--- src/sbac_map.svh ---
/*
  named offsets, field positions, reset values and timing counts for the
  system-bus agent side controller (host side of the processor bus).
  assumes: included by its bare name; definitions only.
*/
`ifndef SBAC_MAP_SVH
`define SBAC_MAP_SVH
// ==========================================================================
// register offsets of the controller's own register file
`define SBAC_REG_CTRL      4'h0
`define SBAC_REG_STATUS    4'h1
`define SBAC_REG_DLO       4'h2
`define SBAC_REG_DHI       4'h3
`define SBAC_REG_ECC       4'h4
`define SBAC_REG_CFG       4'h5
`define SBAC_REG_XFER      4'h6
// ==========================================================================
// control register bit positions
`define SBAC_CTRL_RESET    0
`define SBAC_CTRL_FLUSH    1
`define SBAC_CTRL_INIT     2
`define SBAC_CTRL_IGNORE_NUMERIC_ERROR    3
`define SBAC_CTRL_A20      4
`define SBAC_CTRL_INPUT_A    5
`define SBAC_CTRL_STALL    6
`define SBAC_CTRL_PRIO     7
`define SBAC_CTRL_BUS_INITIALISATION    8
`define SBAC_CTRL_LINT0    9
`define SBAC_CTRL_LINT1    10
`define SBAC_CTRL_RESET_VAL 11'h001
// ==========================================================================
// timing: minimum reset width and cycles between strap removal
`define SBAC_CLK_NS        50
`define SBAC_RST_MIN_NS    1000
`define SBAC_RST_CYC       ((`SBAC_RST_MIN_NS + `SBAC_CLK_NS - 1) / `SBAC_CLK_NS)
`define SBAC_STRAP_HOLD    2
`endif

--- src/sbac_ctrl.sv ---
/*
  host-side controller of the processor system bus: drives reset with its
  power-on straps, owns request line 0 as central agent, moves data words
  with valid/busy strobes, defers, stalls snoops and gates priority on lock.
  assumes: one clock, synchronous reset, pins from the bus are asynchronous.
*/
// The plain strobed port and the address map were decided locally.
`timescale 1ns/1ps
`default_nettype none
`include "sbac_map.svh"

// ==========================================================================
// types
package sbac_pkg;
  typedef enum logic [2:0] {
    SBAC_RESET, SBAC_RELEASE, SBAC_RUN, SBAC_XFER, SBAC_GAP, SBAC_PRIO_WAIT, SBAC_PRIO_OWN
  } sbac_state_type;
endpackage : sbac_pkg

// Function
// - central agent drives request pin zero during reset
// - one-agent request wiring, lines one to three unused
// - data driver strobes valid on each word
// - data driver may idle between words
// - busy held while driving the data bus
// - responder asserts input_a for out-of-order completion
// - ecc bits travel with data, enabled by the cfg register
// - flush and ignore-error valid with target ready
// - both snoop results together request a stall
// - ratio straps follow the control bits in reset and after it
// - priority agent waits for lock release
// - all pins launched and captured on clk
module sbac_ctrl #(
  parameter int unsigned DATA_W = 64,
  parameter int unsigned ECC_W  = 8
) (
  // clock and reset
  input  wire logic              clk,
  input  wire logic              srst,
  // software register port
  input  wire logic [3:0]        addr,
  input  wire logic [31:0]       wdata,
  input  wire logic              wr,
  input  wire logic              rd,
  output logic      [31:0]       rdata,
  // device reset and straps (active low on the wire, except local_interrupt_inputs, which is active high)
  output logic                   reset_n,
  output logic                   flush_n,
  output logic                   soft_init_n,
  output logic                   ignore_numeric_error_n,
  output logic                   address_bit_mask_n,
  output logic      [1:0]        local_interrupt_inputs,
  output logic                   bus_initialisation_n,
  output logic                   input_a_n,
  output logic                   priority_bus_request_n,
  // own request pin, open drain
  output logic                   own_request_pin_o,
  output logic                   own_request_pin_oe,
  // data bus: input, output, enable
  input  wire logic [DATA_W-1:0] data_i,
  output logic      [DATA_W-1:0] data_o,
  output logic                   data_oe,
  input  wire logic [ECC_W-1:0]  data_ecc_bits_i,
  output logic      [ECC_W-1:0]  data_ecc_bits_o,
  input  wire logic              data_valid_strobe_i,
  output logic                   data_valid_strobe_o,
  input  wire logic              data_bus_busy_i,
  output logic                   data_bus_busy_o,
  output logic                   strobe_oe,
  // snoop stall pair, open drain
  output logic                   snoop_hit_o,
  output logic                   snoop_hit_modified_o,
  output logic                   snoop_oe,
  // device status inputs (active low)
  input  wire logic              lock_n,
  input  wire logic              fp_error_out_n,
  input  wire logic              internal_error_out_n
);
  localparam int unsigned RST_CYC = `SBAC_RST_CYC;

  typedef struct packed {
    sbac_pkg::sbac_state_type st;
    logic [10:0]       ctrl;
    logic [7:0]        cnt;
    logic [DATA_W-1:0] wdat;
    logic [ECC_W-1:0]  wecc;
    logic [7:0]        words;
    logic [7:0]        gap;
    logic [7:0]        left;
    logic [DATA_W-1:0] rdat;
    logic [ECC_W-1:0]  recc;
    logic [7:0]        rcnt;
    logic              ecc_en;
    logic [5:0]        s1;
    logic [5:0]        s2;
    logic              busy_seen;
    logic [31:0]       rdata;
  } sbac_regs_type;

  sbac_regs_type r, next_r;

  // synchronised asynchronous inputs: lock, fperr, internal_error_out, busy, valid
  logic [5:0] pins_async;
  assign pins_async = {1'b0, data_bus_busy_i, data_valid_strobe_i, lock_n, fp_error_out_n, internal_error_out_n};

  // next-state and register decode
  always_comb begin
    next_r       = r;
    next_r.s1    = pins_async;
    next_r.s2    = r.s1;
    next_r.rdata = 32'h0000_0000;
    // read path, one cycle latency
    if (rd) begin
      case (addr)
        `SBAC_REG_CTRL:   next_r.rdata = {21'h000000, r.ctrl};
        `SBAC_REG_STATUS: next_r.rdata = {24'h000000, r.rcnt[0], r.busy_seen, ~r.s2[2], ~r.s2[1], ~r.s2[0],
                                           r.st};
        `SBAC_REG_DLO:    next_r.rdata = r.rdat[31:0];
        `SBAC_REG_DHI:    next_r.rdata = r.rdat[63:32];
        `SBAC_REG_ECC:    next_r.rdata = {24'h000000, r.recc};
        `SBAC_REG_CFG:    next_r.rdata = {31'h00000000, r.ecc_en};
        `SBAC_REG_XFER:   next_r.rdata = {8'h00, r.rcnt, r.left, r.words};
        default:          next_r.rdata = 32'h0000_0000;
      endcase
    end
    // register writes
    if (wr) begin
      case (addr)
        `SBAC_REG_CTRL: next_r.ctrl = wdata[10:0];
        `SBAC_REG_DLO:  next_r.wdat[31:0] = wdata;
        `SBAC_REG_DHI:  next_r.wdat[63:32] = wdata;
        `SBAC_REG_ECC:  next_r.wecc = wdata[7:0];
        `SBAC_REG_CFG:  next_r.ecc_en = wdata[0];
        `SBAC_REG_XFER: begin
          next_r.words = wdata[7:0];
          next_r.gap   = wdata[15:8];
        end
        default: ;
      endcase
    end
    // capture words the device drives
    if (!r.s2[3] && r.st != sbac_pkg::SBAC_XFER) begin
      next_r.rdat = data_i;
      next_r.recc = data_ecc_bits_i;
      next_r.rcnt = r.rcnt + 8'h01;
    end
    if (!r.s2[4])
      next_r.busy_seen = 1'b1;
    // sequencer
    case (r.st)
      sbac_pkg::SBAC_RESET: begin
        if (r.cnt < RST_CYC[7:0])
          next_r.cnt = r.cnt + 8'h01;
        if (!r.ctrl[`SBAC_CTRL_RESET] && r.cnt >= RST_CYC[7:0]) begin
          next_r.st  = sbac_pkg::SBAC_RELEASE;
          next_r.cnt = 8'h00;
        end
      end
      sbac_pkg::SBAC_RELEASE: begin
        next_r.cnt = r.cnt + 8'h01;
        if (r.cnt == 8'(`SBAC_STRAP_HOLD - 1))
          next_r.st = sbac_pkg::SBAC_RUN;
      end
      sbac_pkg::SBAC_RUN: begin
        if (r.ctrl[`SBAC_CTRL_RESET]) begin
          next_r.st  = sbac_pkg::SBAC_RESET;
          next_r.cnt = 8'h00;
        end else if (wr && addr == `SBAC_REG_XFER && wdata[7:0] != 8'h00 && r.s2[4]) begin
          next_r.st   = sbac_pkg::SBAC_XFER;
          next_r.left = wdata[7:0];
        end else if (r.ctrl[`SBAC_CTRL_PRIO])
          next_r.st = sbac_pkg::SBAC_PRIO_WAIT;
      end
      sbac_pkg::SBAC_XFER: begin
        next_r.left = r.left - 8'h01;
        next_r.cnt  = 8'h00;
        if (r.left == 8'h01)
          next_r.st = sbac_pkg::SBAC_RUN;
        else if (r.gap != 8'h00)
          next_r.st = sbac_pkg::SBAC_GAP;
      end
      sbac_pkg::SBAC_GAP: begin
        next_r.cnt = r.cnt + 8'h01;
        if (r.cnt + 8'h01 >= r.gap)
          next_r.st = sbac_pkg::SBAC_XFER;
      end
      sbac_pkg::SBAC_PRIO_WAIT: begin
        if (!r.ctrl[`SBAC_CTRL_PRIO])
          next_r.st = sbac_pkg::SBAC_RUN;
        else if (r.s2[2])
          next_r.st = sbac_pkg::SBAC_PRIO_OWN;
      end
      sbac_pkg::SBAC_PRIO_OWN: begin
        if (!r.ctrl[`SBAC_CTRL_PRIO])
          next_r.st = sbac_pkg::SBAC_RUN;
      end
      default: next_r.st = sbac_pkg::SBAC_RESET;
    endcase
    if (srst) begin
      next_r       = '0;
      next_r.st    = sbac_pkg::SBAC_RESET;
      next_r.ctrl  = `SBAC_CTRL_RESET_VAL;
      next_r.s1    = 6'h3F;
      next_r.s2    = 6'h3F;
    end
  end

  // state register
  always_ff @(posedge clk) begin
    r <= next_r;
  end

  // pin drive; straps held through reset and its release window
  logic in_rst;
  logic driving;
  assign in_rst  = (r.st == sbac_pkg::SBAC_RESET) || (r.st == sbac_pkg::SBAC_RELEASE);
  assign driving = (r.st == sbac_pkg::SBAC_XFER) || (r.st == sbac_pkg::SBAC_GAP);

  always_comb begin
    reset_n                = ~(r.st == sbac_pkg::SBAC_RESET);
    own_request_pin_o      = 1'b0;
    own_request_pin_oe     = in_rst;
    flush_n                = ~r.ctrl[`SBAC_CTRL_FLUSH];
    soft_init_n            = ~r.ctrl[`SBAC_CTRL_INIT];
    ignore_numeric_error_n = ~r.ctrl[`SBAC_CTRL_IGNORE_NUMERIC_ERROR];
    address_bit_mask_n     = ~r.ctrl[`SBAC_CTRL_A20];
    local_interrupt_inputs = {r.ctrl[`SBAC_CTRL_LINT1], r.ctrl[`SBAC_CTRL_LINT0]};
    if (!in_rst && r.st != sbac_pkg::SBAC_RELEASE) begin
      ignore_numeric_error_n = ~r.ctrl[`SBAC_CTRL_IGNORE_NUMERIC_ERROR];
    end
    bus_initialisation_n   = ~r.ctrl[`SBAC_CTRL_BUS_INITIALISATION];
    input_a_n              = ~r.ctrl[`SBAC_CTRL_INPUT_A];
    priority_bus_request_n = ~((r.st == sbac_pkg::SBAC_PRIO_WAIT) || (r.st == sbac_pkg::SBAC_PRIO_OWN));
    data_o                 = r.wdat;
    data_ecc_bits_o        = r.ecc_en ? r.wecc : '0;
    data_oe                = (r.st == sbac_pkg::SBAC_XFER);
    data_valid_strobe_o    = ~(r.st == sbac_pkg::SBAC_XFER);
    data_bus_busy_o        = ~driving;
    strobe_oe              = driving;
    snoop_hit_o            = 1'b0;
    snoop_hit_modified_o   = 1'b0;
    snoop_oe               = r.ctrl[`SBAC_CTRL_STALL] && !in_rst;
  end

  assign rdata = r.rdata;
endmodule : sbac_ctrl
`default_nettype wire

--- config.mk ---
export PLATFORM = sky130hd
export DESIGN_NAME = sbac_ctrl
export DESIGN_NICKNAME = d
export VERILOG_FILES = /design/src/sbac_ctrl.sv
export VERILOG_INCLUDE_DIRS = /design/src
export SDC_FILE = /design/constraint.sdc
export NUM_CORES = 1
export LEC_CHECK = 0
export BUFFER_PORTS_ARGS = -buffer_cell sky130_fd_sc_hd__buf_4
export CAP_MARGIN = 20
export CORE_MARGIN = 2
export CORE_UTILIZATION = 50
export CTS_CLUSTER_DIAMETER = 200
export DETAILED_ROUTE_END_ITERATION = 10
export PLACE_DENSITY = 0.73
export SYNTH_ARGS = -nofsm -noshare
export SYNTH_HDL_FRONTEND = slang
export SYNTH_SLANG_ARGS = --single-unit
--- constraint.sdc ---
create_clock -name clk -period 2.7 [get_ports clk]
set_clock_uncertainty 0.1 [all_clocks]
set_input_delay 0 -clock clk [delete_from_list [all_inputs] [get_ports clk]]
set_output_delay 0 -clock clk [all_outputs]
set_load 0.01 [all_outputs]
==> reports/metrics.yaml, run 1 <==
cells_and_area:
  utilization: 0.6722
  n_antenna_cell: 0
  drive_gt1_frac: 0.2156
  layout.nets: 1637
  stdcell_count: 1791
  area_delta_synth_final_pct: 32.49
  final_cell_mix: "362 x nand2_1, 259 x buf_4, 241 x dfxtp_1"
  fillerInstances: 1626
  final_common_cell: "nand2_1"
setup_path:
  critPathMaxStageDelay_ns: 0.45
  required_ns: 3.01
  cpMaxStageDelayCell: "dfxtp_1"
  worstPathCellList: "nand2_1, or2_4, xnor2_1, ha_1, a211o_1, a21oi_1, o21ai_0, a221o_1, and2_4, o21a_1"
  path_class: "flip-flop to flip-flop"
  end_kind: "flip-flop"
  cp_max_fo: 7
  cp_data_arrival_time_ns: 2.82
  path_buf_inv: 0
  path_delay_family: "compound AO/OA/AOI/OAI gates"
  startpoint_type: "flip-flop"
clocking:
  cts.clk_slew.worst_paths_ns: 0.06
  cts_buffers: 26
  cts_setup_buffers: 0
  cts_tree: "yes"
  cts_sinks: 242
  insertion_delay_ns: 0.53
  cts_max_level: 1
  clockBufferDepth: 3
  cts-root-buf: "clkbuf_16"
placed_design:
  gp_congestion: 0.8407
  dp_cells: 1627
  dp_hpwl_mm: 18.28
  io_buffer_count: 236
synth:
  synth_edf_count: 0
  syn_inst: 1277
  syn_area_um2: 10230
  synth_area_leaders: "dfxtp_1 47%, nand2_1 13%, a21oi_1 9.8%, buf_4 7.4%, a22oi_1 2.6%"
  synth_top_area_frac: 0.4734
  synth_warnings: 0
  synth_top_cell_by_area: "dfxtp_1"
  syn_avg_cell_area_um2: 8.014
  synth_flop_cell: "dfxtp_1"
  ys_seq_area_frac: 0.4734
  yosysUniqueCellTypes: 55
  ys_seq_elements: 242
  async_flop_share: 0
drt:
  drt-initial-drc-count: 901
  final_antenna_net_count: 0
  avgViaCountPerCell: 5.262
  vias: 9424
  routed_wl_mm: 29.63
  first_pass_iters: 9
  route.detailed.drc: 0
  wire_per_inst_um: 16.55
grt:
  grt_pass1_wl_mm: 47.73
  grt_max_degree: 82
  grt_use_total: 0.2677
  overflow: 0
  antenna_found_initial: 0
  grt_pass1_vias: 9210
die:
  design.portCount: 240
  die_height_um: 147.1
  num_rows: 52
  die_width_um: 147.1
  dieArea_um2: 21630
  core_area_um2: 20170
  initial_core_util: 0.5074
timing:
  relSlewSlack: 0.5333
  final.period_utilization: 0.9274
  period_minus_slack_ns: 2.504
  finalHoldViolCount: 0
  setup_viol: 0
  max_freq_ghz: 0.3994
  tns_ns: 0
  rsz0062_at_grt: "false"
  tightest_slew_ns: 0.6947
  slew_violations: 0
pwr:
  total_power_mw: 8.469
  vdd_ir_drop_max_mv: 0.4292
  p_per_area_nw_per_um2: 624.7
  p_leak_nw: 5.247
outcome:
  status: "complete, no violations"
flow_run:
  cap_violations: 0
min_path:
  hold_path_class: "input pin to flip-flop"
## layout make-up
cell class              count  area, um2  area share
clock buffers              38      765.7     0.05648
clock inverters             5      63.81    0.004707
inverters                  24      90.09    0.006645
multi-input cells         829       4248      0.3133
flip-flops and latches    242       4846      0.3574
well taps                 270      337.8     0.02492
repair buffers            383       3207      0.2365
## flip-flops by register name (all words and copies together), names as in the netlist
name / cells
rdata: 32
data_o: 64
r: 144
local_interrupt_inputs: 2
## logic make-up after synthesis
| group | after synthesis | synth area share |
|---|---|---|
| AND/OR/NAND/NOR | 498 | 0.2064 |
| AO/OA/AOI/OAI | 299 | 0.1728 |
| flip-flops | 242 | 0.4734 |
| buffers and inverters | 208 | 0.1171 |
| XOR/XNOR | 15 | 0.01284 |
| adder cells (fa/ha/maj) | 14 | 0.01712 |
| other | 1 | 0.0003664 |
## stage by stage
stage	cell area [um2]	hold slack (ns)	setup WS, ns
floorplan	10240	0.003811	0.1864
global placement	11510	0.08681	0.1596
detailed placement	11510	0.08613	0.1277
CTS	13550	0.07428	0.1171
global route	13560	0.09906	0.07014
finish	13560	0.09439	0.1961
## worst paths after layout
check | startpoint | endpoint | slack [ns] | depth (start not counted)
max | r[225] | r[241] | 0.20 | 10
min | internal_error_out_n | r[39] | 0.09 | 3
max reg2reg | r[225] | r[241] | 0.20 | 10
min reg2reg | r[41] | r[35] | 0.31 | 1
## report_power, final
group          switching, mW  leakage [nW]  internal (mW)  total [mW]
Combinational          0.656          2.88          0.590        1.25
Sequential            0.0821          1.96           3.69        3.77
Clock                   1.41         0.406           2.05        3.45
## Yosys cell counts (14+ instances only)
| cell | number |
|---|---|
| a222oi_1 | 15 |
| nor2_1 | 45 |
| o21ai_0 | 17 |
| dfxtp_1 | 242 |
| a21oi_1 | 201 |
| inv_1 | 23 |
| ha_1 | 14 |
| nand2_1 | 362 |
| a22oi_1 | 35 |
| buf_4 | 101 |
| clkbuf_1 | 56 |
| buf_2 | 25 |
| nand3_1 | 17 |
## what timing repair did
item / CTS / global route
resized for setup: 0 / 2
hold buffers: 121 / 0
hold endpoints to repair: 198 / 0
endpoints found under the setup margin: 0 / 2
## worst min-delay path: stages
cell           delay, ns
dlygate4sd3_1       0.52
buf_4               0.09
or2_2               0.08
## layer usage
metal | global-route usage | vias up | part of all wire | routed length, um
met5 | 0 | - | 0 | 0
met4 | 0.09856 | 0 | 0.032 | 949
met3 | 0.04845 | 75 | 0.068 | 2013
met2 | 0.4519 | 382 | 0.49 | 14600
met1 | 0.3437 | 4353 | 0.41 | 12080
li1 | - | 4614 | - | -
No activity file was read; power rests on OpenSTA's default activity.
==> inputs of run 2 (changes only) <==
--- a/config.mk
+++ b/config.mk
@@ -6,7 +6,7 @@
 export SDC_FILE = /design/constraint.sdc
 export NUM_CORES = 1
 export LEC_CHECK = 0
-export BUFFER_PORTS_ARGS = -buffer_cell sky130_fd_sc_hd__buf_4
+export BUFFER_PORTS_ARGS = -buffer_cell sky130_fd_sc_hd__buf_2
 export CAP_MARGIN = 20
 export CORE_MARGIN = 2
 export CORE_UTILIZATION = 50
==> constraint.sdc (replaced) <==
create_clock -name clk -period 2.7 [get_ports clk]
set_clock_uncertainty 0.1 [all_clocks]
set_input_delay 0 -clock clk [delete_from_list [all_inputs] [get_ports clk]]
set_output_delay 0 -clock clk [all_outputs]
set_load 0.005 [all_outputs]
==> run 2 against run 1 <==
  * Total power grew 0.26%
  * Combinational power fell by 9.6%
  * Die area unchanged
  * Utilization shrank 3.0 points
  * Flip-flop and latch count unchanged
  * Cell count decreased by 0.28%
  * Via count is 1.4% higher
  * Critical path depth unchanged
==> reports/metrics.yaml, run 2 (synthesis results as in run 1) <==
setup_path:
  path_class: "flip-flop to flip-flop"
  cp_data_arrival_time_ns: 2.86  # +0.04 ns
  path_delay_family: "compound AO/OA/AOI/OAI gates"
  cpMaxStageDelayCell: "dfxtp_2"
  cp_max_fo: 4  # -3
  startpoint_type: "flip-flop"
  path_buf_inv: 0  # unchanged
  critPathMaxStageDelay_ns: 0.36  # -0.09 ns
  end_kind: "flip-flop"
  worstPathCellList: "nand3_1, or2_2, xnor2_1, ha_1, a211o_1, a21oi_1, o21ai_0, a221o_1, and2_4, o21a_1"
  required_ns: 3.02  # about the same
outcome:
  status: "complete, no violations"
drt:
  vias: 9556  # +1.4%
  final_antenna_net_count: 0  # unchanged
  routed_wl_mm: 29.11  # -1.8%
  first_pass_iters: 7  # -2
  route.detailed.drc: 0  # unchanged
  wire_per_inst_um: 16.30  # -1.5%
  avgViaCountPerCell: 5.351  # +1.7%
  drt-initial-drc-count: 914  # +1.4%
placed_design:
  dp_hpwl_mm: 17.87  # -2.2%
  io_buffer_count: 236  # unchanged
  gp_congestion: 0.8550  # +1.7%
grt:
  grt_pass1_wl_mm: 45.93  # -3.8%
  antenna_found_initial: 1  # +1
  overflow: 0  # unchanged
  grt_use_total: 0.2584  # -0.009247
  grt_pass1_vias: 9227  # +0.18%
  grt_max_degree: 84  # +2.4%
timing:
  relSlewSlack: 0.4561  # -0.07723
  tns_ns: 0  # unchanged
  final.period_utilization: 0.9379  # +0.01054
  timing.hold.ws_ns: 0.04957  # -0.04482 ns
  period_minus_slack_ns: 2.532  # +0.02847 ns
  setup_viol: 0  # unchanged
  max_freq_ghz: 0.3949  # -1.1%
  tightest_slew_ns: 0.8096  # +0.1150 ns
  finalHoldViolCount: 0  # unchanged
  slew_violations: 0  # unchanged
  rsz0062_at_grt: "false"
cells_and_area:
  drive_gt1_frac: 0.2191  # +0.003494
  layout.nets: 1632  # -0.31%
  area_delta_synth_final_pct: 26.48
  largest-register: "r"
  final_common_cell: "nand2_1"
  fillerInstances: 1664  # +2.3%
  final_cell_mix: "362 x nand2_1, 240 x dfxtp_1, 235 x buf_2"
  largest_reg_flops: 144  # unchanged
  utilization: 0.6417  # -0.03046
die:
  design.portCount: 240  # unchanged
  die_width_um: 147.1  # unchanged
  num_rows: 52  # unchanged
  dieArea_um2: 21630  # unchanged
  die_height_um: 147.1  # unchanged
  initial_core_util: 0.5074  # unchanged
  core_area_um2: 20170  # unchanged
clocking:
  insertion_delay_ns: 0.53  # about the same
  cts_sinks: 242  # unchanged
  cts_setup_buffers: 0  # unchanged
  cts.clk_slew.worst_paths_ns: 0.06  # about the same
  cts_max_level: 1  # unchanged
  cts-root-buf: "clkbuf_16"
  cts_tree: "yes"
  clockBufferDepth: 3  # unchanged
  cts_buffers: 25  # -3.8%
flow_run:
  cap_violations: 0  # unchanged
pwr:
  p_per_area_nw_per_um2: 656.0  # +5.0%
  vdd_ir_drop_max_mv: 0.4715  # +9.9%
  p_leak_nw: 5.129  # -2.2%
min_path:
  hold_path_class: "input pin to flip-flop"
run 2: what timing repair did:
action,CTS,global route
resized for setup,0,3
endpoints found under the setup margin,0,2
hold buffers,117,0
hold endpoints to repair,211,0
run 2: worst paths after layout:
path,from,to,slack (ns),cells past startpoint
max reg2reg,r[223],r[241],0.17,10
min reg2reg,r[40],r[34],0.31,1
max,r[223],r[241],0.17,10
min,addr[3],r[45],0.05,5
run 2: final cells by class:
class                      instances  area (um2)  share of cell area
sequential                       242        4847              0.3745
multi-input combinational        829        4248              0.3282
timing repair buffer             379        2566              0.1983
clock buffer                      31       698.2             0.05394
tap                              270       337.8             0.02610
clock inverter                    10       153.9             0.01189
inverter                          24       90.09            0.006960
antenna                            1       2.502           0.0001933
run 2: tightest hold or removal path: stages:
cell	delay [ns]
buf_2	0.21
nand2b_1	0.17
nor2_1	0.09
nand3_1	0.09
a21oi_1	0.06
run 2: where the power goes:
group | internal [mW] | switching (mW)
logic | 0.514 | 0.618
clock network | 2.20 | 1.38
registers | 3.69 | 0.0903
run 2: metal layers:
metal	part of all wire	up-vias	routed length, um	GRT usage
met5	0	-	0	0
met4	0.051	0	1488	0.1298
met3	0.068	107	1991	0.04503
met2	0.47	378	13750	0.4271
met1	0.41	4463	11880	0.3265
li1	-	4608	-	-
run 2: per-stage QoR:
step                      instance area [um2]  setup WS, ns  total power [mW]  instances
after floorplan                         10240        0.1864             4.469       1279
after global placement                  10910        0.1582             4.817       1627
after global routing                    12940      0.008104             8.797       1786
final                                   12940        0.1677             8.491       1786
after detailed placement                10910        0.1143             4.836       1627
after CTS                               12940        0.1055             8.521       1785
==> inputs of run 3 (changes only) <==
--- a/config.mk
+++ b/config.mk
@@ -6,6 +6,7 @@
 export SDC_FILE = /design/constraint.sdc
 export NUM_CORES = 1
 export LEC_CHECK = 0
+export ABC_AREA = 1
 export BUFFER_PORTS_ARGS = -buffer_cell sky130_fd_sc_hd__buf_2
 export CAP_MARGIN = 20
 export CORE_MARGIN = 2
==> constraint.sdc (replaced) <==
create_clock -name clk -period 2.7 [get_ports clk]
set_clock_uncertainty 0.1 [all_clocks]
set_input_delay 0.54 -clock clk [delete_from_list [all_inputs] [get_ports clk]]
set_output_delay 0.54 -clock clk [all_outputs]
set_load 0.005 [all_outputs]
==> run 3 against run 2 <==
  * Cell area down 5.1%
  * Synthesized cell count up 10%
  * Worst setup slack worse by 0.0087 ns
  * Hold slack better by 0.048 ns
  * Maximum frequency down 0.34%
  * Utilization down 5.7 points
  * Flip-flop and latch count unchanged
  * Combinational power about the same
  * Critical endpoint is now data_valid_strobe_o
  * Largest power group is now clock
==> reports/metrics.yaml, run 3 <==
synth:
  syn_inst: 1410  # +10%
  yosys-top-cells-count: "242 x dfxtp_1, 220 x nand2_1, 150 x a21oi_1, 139 x nor2_1, 120 x inv_1"
  synth_top_cell_by_area: "dfxtp_1"
  async_flop_share: 0  # unchanged
  synth_area_leaders: "dfxtp_1 45%, nand2_1 7.7%, buf_4 7.2%, a21oi_1 7.0%, nand3_1 5.3%"
  ys_seq_elements: 242  # unchanged
  synth_warnings: 0  # unchanged
  synth_top_area_frac: 0.4517  # -0.02170
  synth_flop_cell: "dfxtp_1"
  yosysUniqueCellTypes: 43  # -22%
  syn_area_um2: 10730  # +4.8%
  ys_seq_area_frac: 0.4517  # -0.02170
  synthMostInstantiatedCell: "dfxtp_1"
  syn_avg_cell_area_um2: 7.607  # -5.1%
  synth_edf_count: 0  # unchanged
clocking:
  insertion_delay_ns: 0.53  # about the same
  cts_buffers: 26  # +4.0%
  cts.clk_slew.worst_paths_ns: 0.06  # about the same
  cts_tree: "yes"
  cts_sinks: 242  # unchanged
  cts_setup_buffers: 0  # unchanged
  cts-root-buf: "clkbuf_16"
  cts_max_level: 1  # unchanged
  clockBufferDepth: 3  # unchanged
outcome:
  status: "complete, no violations"
cells_and_area:
  largest-register: "r"
  layout.nets: 1648  # +0.98%
  fillerInstances: 1908  # +15%
  area_delta_synth_final_pct: 14.58
  final_common_cell: "dfxtp_1"
  largest_reg_flops: 144  # unchanged
  drive_gt1_frac: 0.2349  # +0.01573
  utilization: 0.5846  # -0.05714
  n_antenna_cell: 0  # -1
  multi_input_area_um2: 4247  # about the same
  final_cell_mix: "241 x dfxtp_1, 235 x buf_2, 220 x nand2_1"
  seq_area_um2: 4846  # about the same
grt:
  grt_pass1_vias: 8861  # -4.0%
  antenna_found_initial: 1  # unchanged
  grt_use_total: 0.2478  # -0.01059
  grt_max_degree: 103  # +23%
  overflow: 0  # unchanged
  grt_pass1_wl_mm: 45.15  # -1.7%
timing:
  period_minus_slack_ns: 2.541  # +0.008712 ns
  tightest_slew_ns: 1.045  # +0.2352 ns
  max_freq_ghz: 0.3935  # -0.34%
  rsz0062_at_grt: "false"
  slew_violations: 0  # unchanged
  setup_viol: 0  # unchanged
  tns_ns: 0  # unchanged
  relSlewSlack: 0.3035  # -0.1526
  final.period_utilization: 0.9411  # +0.003227
  finalHoldViolCount: 0  # unchanged
die:
  core_area_um2: 21020  # +4.2%
  num_rows: 53  # +1.9%
  design.portCount: 240  # unchanged
  die_height_um: 150.5  # +2.3%
  die_width_um: 150.5  # +2.3%
  initial_core_util: 0.5102  # +0.002826
  dieArea_um2: 22640  # +4.7%
min_path:
  hold_path_class: "input pin to flip-flop"
drt:
  wire_per_inst_um: 15.93  # -2.3%
  first_pass_iters: 6  # -1
  final_antenna_net_count: 0  # unchanged
  routed_wl_mm: 28.86  # -0.84%
  drt-initial-drc-count: 580  # -37%
  vias: 9542  # -0.15%
  route.detailed.drc: 0  # unchanged
  avgViaCountPerCell: 5.266  # -1.6%
setup_path:
  end_kind: "primary output"
  required_ns: 2.06  # -0.96 ns
  cp_data_arrival_time_ns: 1.90  # -0.96 ns
  path_class: "flip-flop to primary output"
  startpoint_type: "flip-flop"
  cp_max_fo: 13  # +9
pwr:
  p_leak_nw: 5.423  # +5.7%
  vdd_ir_drop_max_mv: 0.4529  # -3.9%
  p_per_area_nw_per_um2: 728.8  # +11%
placed_design:
  io_buffer_count: 236  # unchanged
  gp_congestion: 0.9153  # +7.1%
  dp_hpwl_mm: 19.81  # +11%
flow_run:
  cap_violations: 0  # unchanged
[run 3: cell types whose count changed in the layout (fill, tap and decap cells not counted), sizes merged, moves of 97 or more]
cell,before,now
dlygate4sd3,117,0
inv,25,128
nand2,362,222
nand3,17,115
nor2,45,146
o21ai,18,115
[run 3: kinds of logic (layout without fill, tap and decap cells)]
kind of cell | after synthesis | in the layout | synth area share
adders and majority gates | 14 | 14 | 0.01633
DFF | 242 | 242 | 0.4517
xor gates and xnor gates | 5 | 5 | 0.004083
other | 1 | 3 | 0.0003496
and+or+nand+nor | 510 | 510 | 0.2050
buffers and inverters | 313 | 438 | 0.1536
AOI/OAI and AO/OA | 325 | 325 | 0.1689
[run 3: area by class of cell]
class | instances | share of cell area
clock buffer | 37 | 0.06373
sequential | 242 | 0.3943
timing repair buffer | 259 | 0.1134
tap | 275 | 0.02800
clock inverter | 11 | 0.01486
multi-input combinational | 857 | 0.3456
inverter | 131 | 0.04011
[run 3: where the power goes]
part | leakage [nW] | internal (mW) | total (mW) | switching [mW]
logic | 2.98 | 0.399 | 1.14 | 0.737
registers | 1.97 | 3.73 | 3.87 | 0.135
clock network | 0.477 | 2.49 | 3.95 | 1.46
[run 3: critical path, stage by stage (launching register included)]
cell	delay, ns
dfxtp_1	0.53
nand2_2	0.14
nor2_4	0.37
inv_2	0.16
buf_2	0.16
[run 3: through the flow]
stage                     hold slack, ns  cells  power (mW)  worst slack, ns  area, um2
after floorplan                   0.2895   1412       4.690           0.5512      10730
after global placement            0.2934   1764       5.035           0.2954      11320
after detailed placement          0.2969   1764       5.059           0.2415      11320
after CTS                        0.08149   1812       8.991           0.1128      12290
after global routing             0.08254   1812       9.315          0.02379      12290
final                            0.09785   1812       8.956           0.1589      12290
[run 3: routing by layer]
| layer | GRT usage | vias to the layer above | part of all wire |
|---|---|---|---|
| met2 | 0.4016 | 393 | 0.46 |
| met5 | 0.004545 | - | 0.00059 |
| met1 | 0.3330 | 4391 | 0.43 |
| met3 | 0.05424 | 49 | 0.088 |
| li1 | - | 4707 | - |
| met4 | 0.07028 | 2 | 0.024 |
[run 3: final timing paths]
path	startpoint	endpoint	cells after the start	slack, ns
max	r[241]	data_valid_strobe_o	4	0.16
min	lock_n	r[41]	2	0.1
max reg2reg	r[222]	r[243]	14	0.25
min reg2reg	r[41]	r[35]	1	0.31
[run 3: timing repair]
action	in CTS	in global routing
hold endpoints to repair	0	0
gates resized for setup	0	1
hold buffers	0	0
setup endpoints to repair	0	3
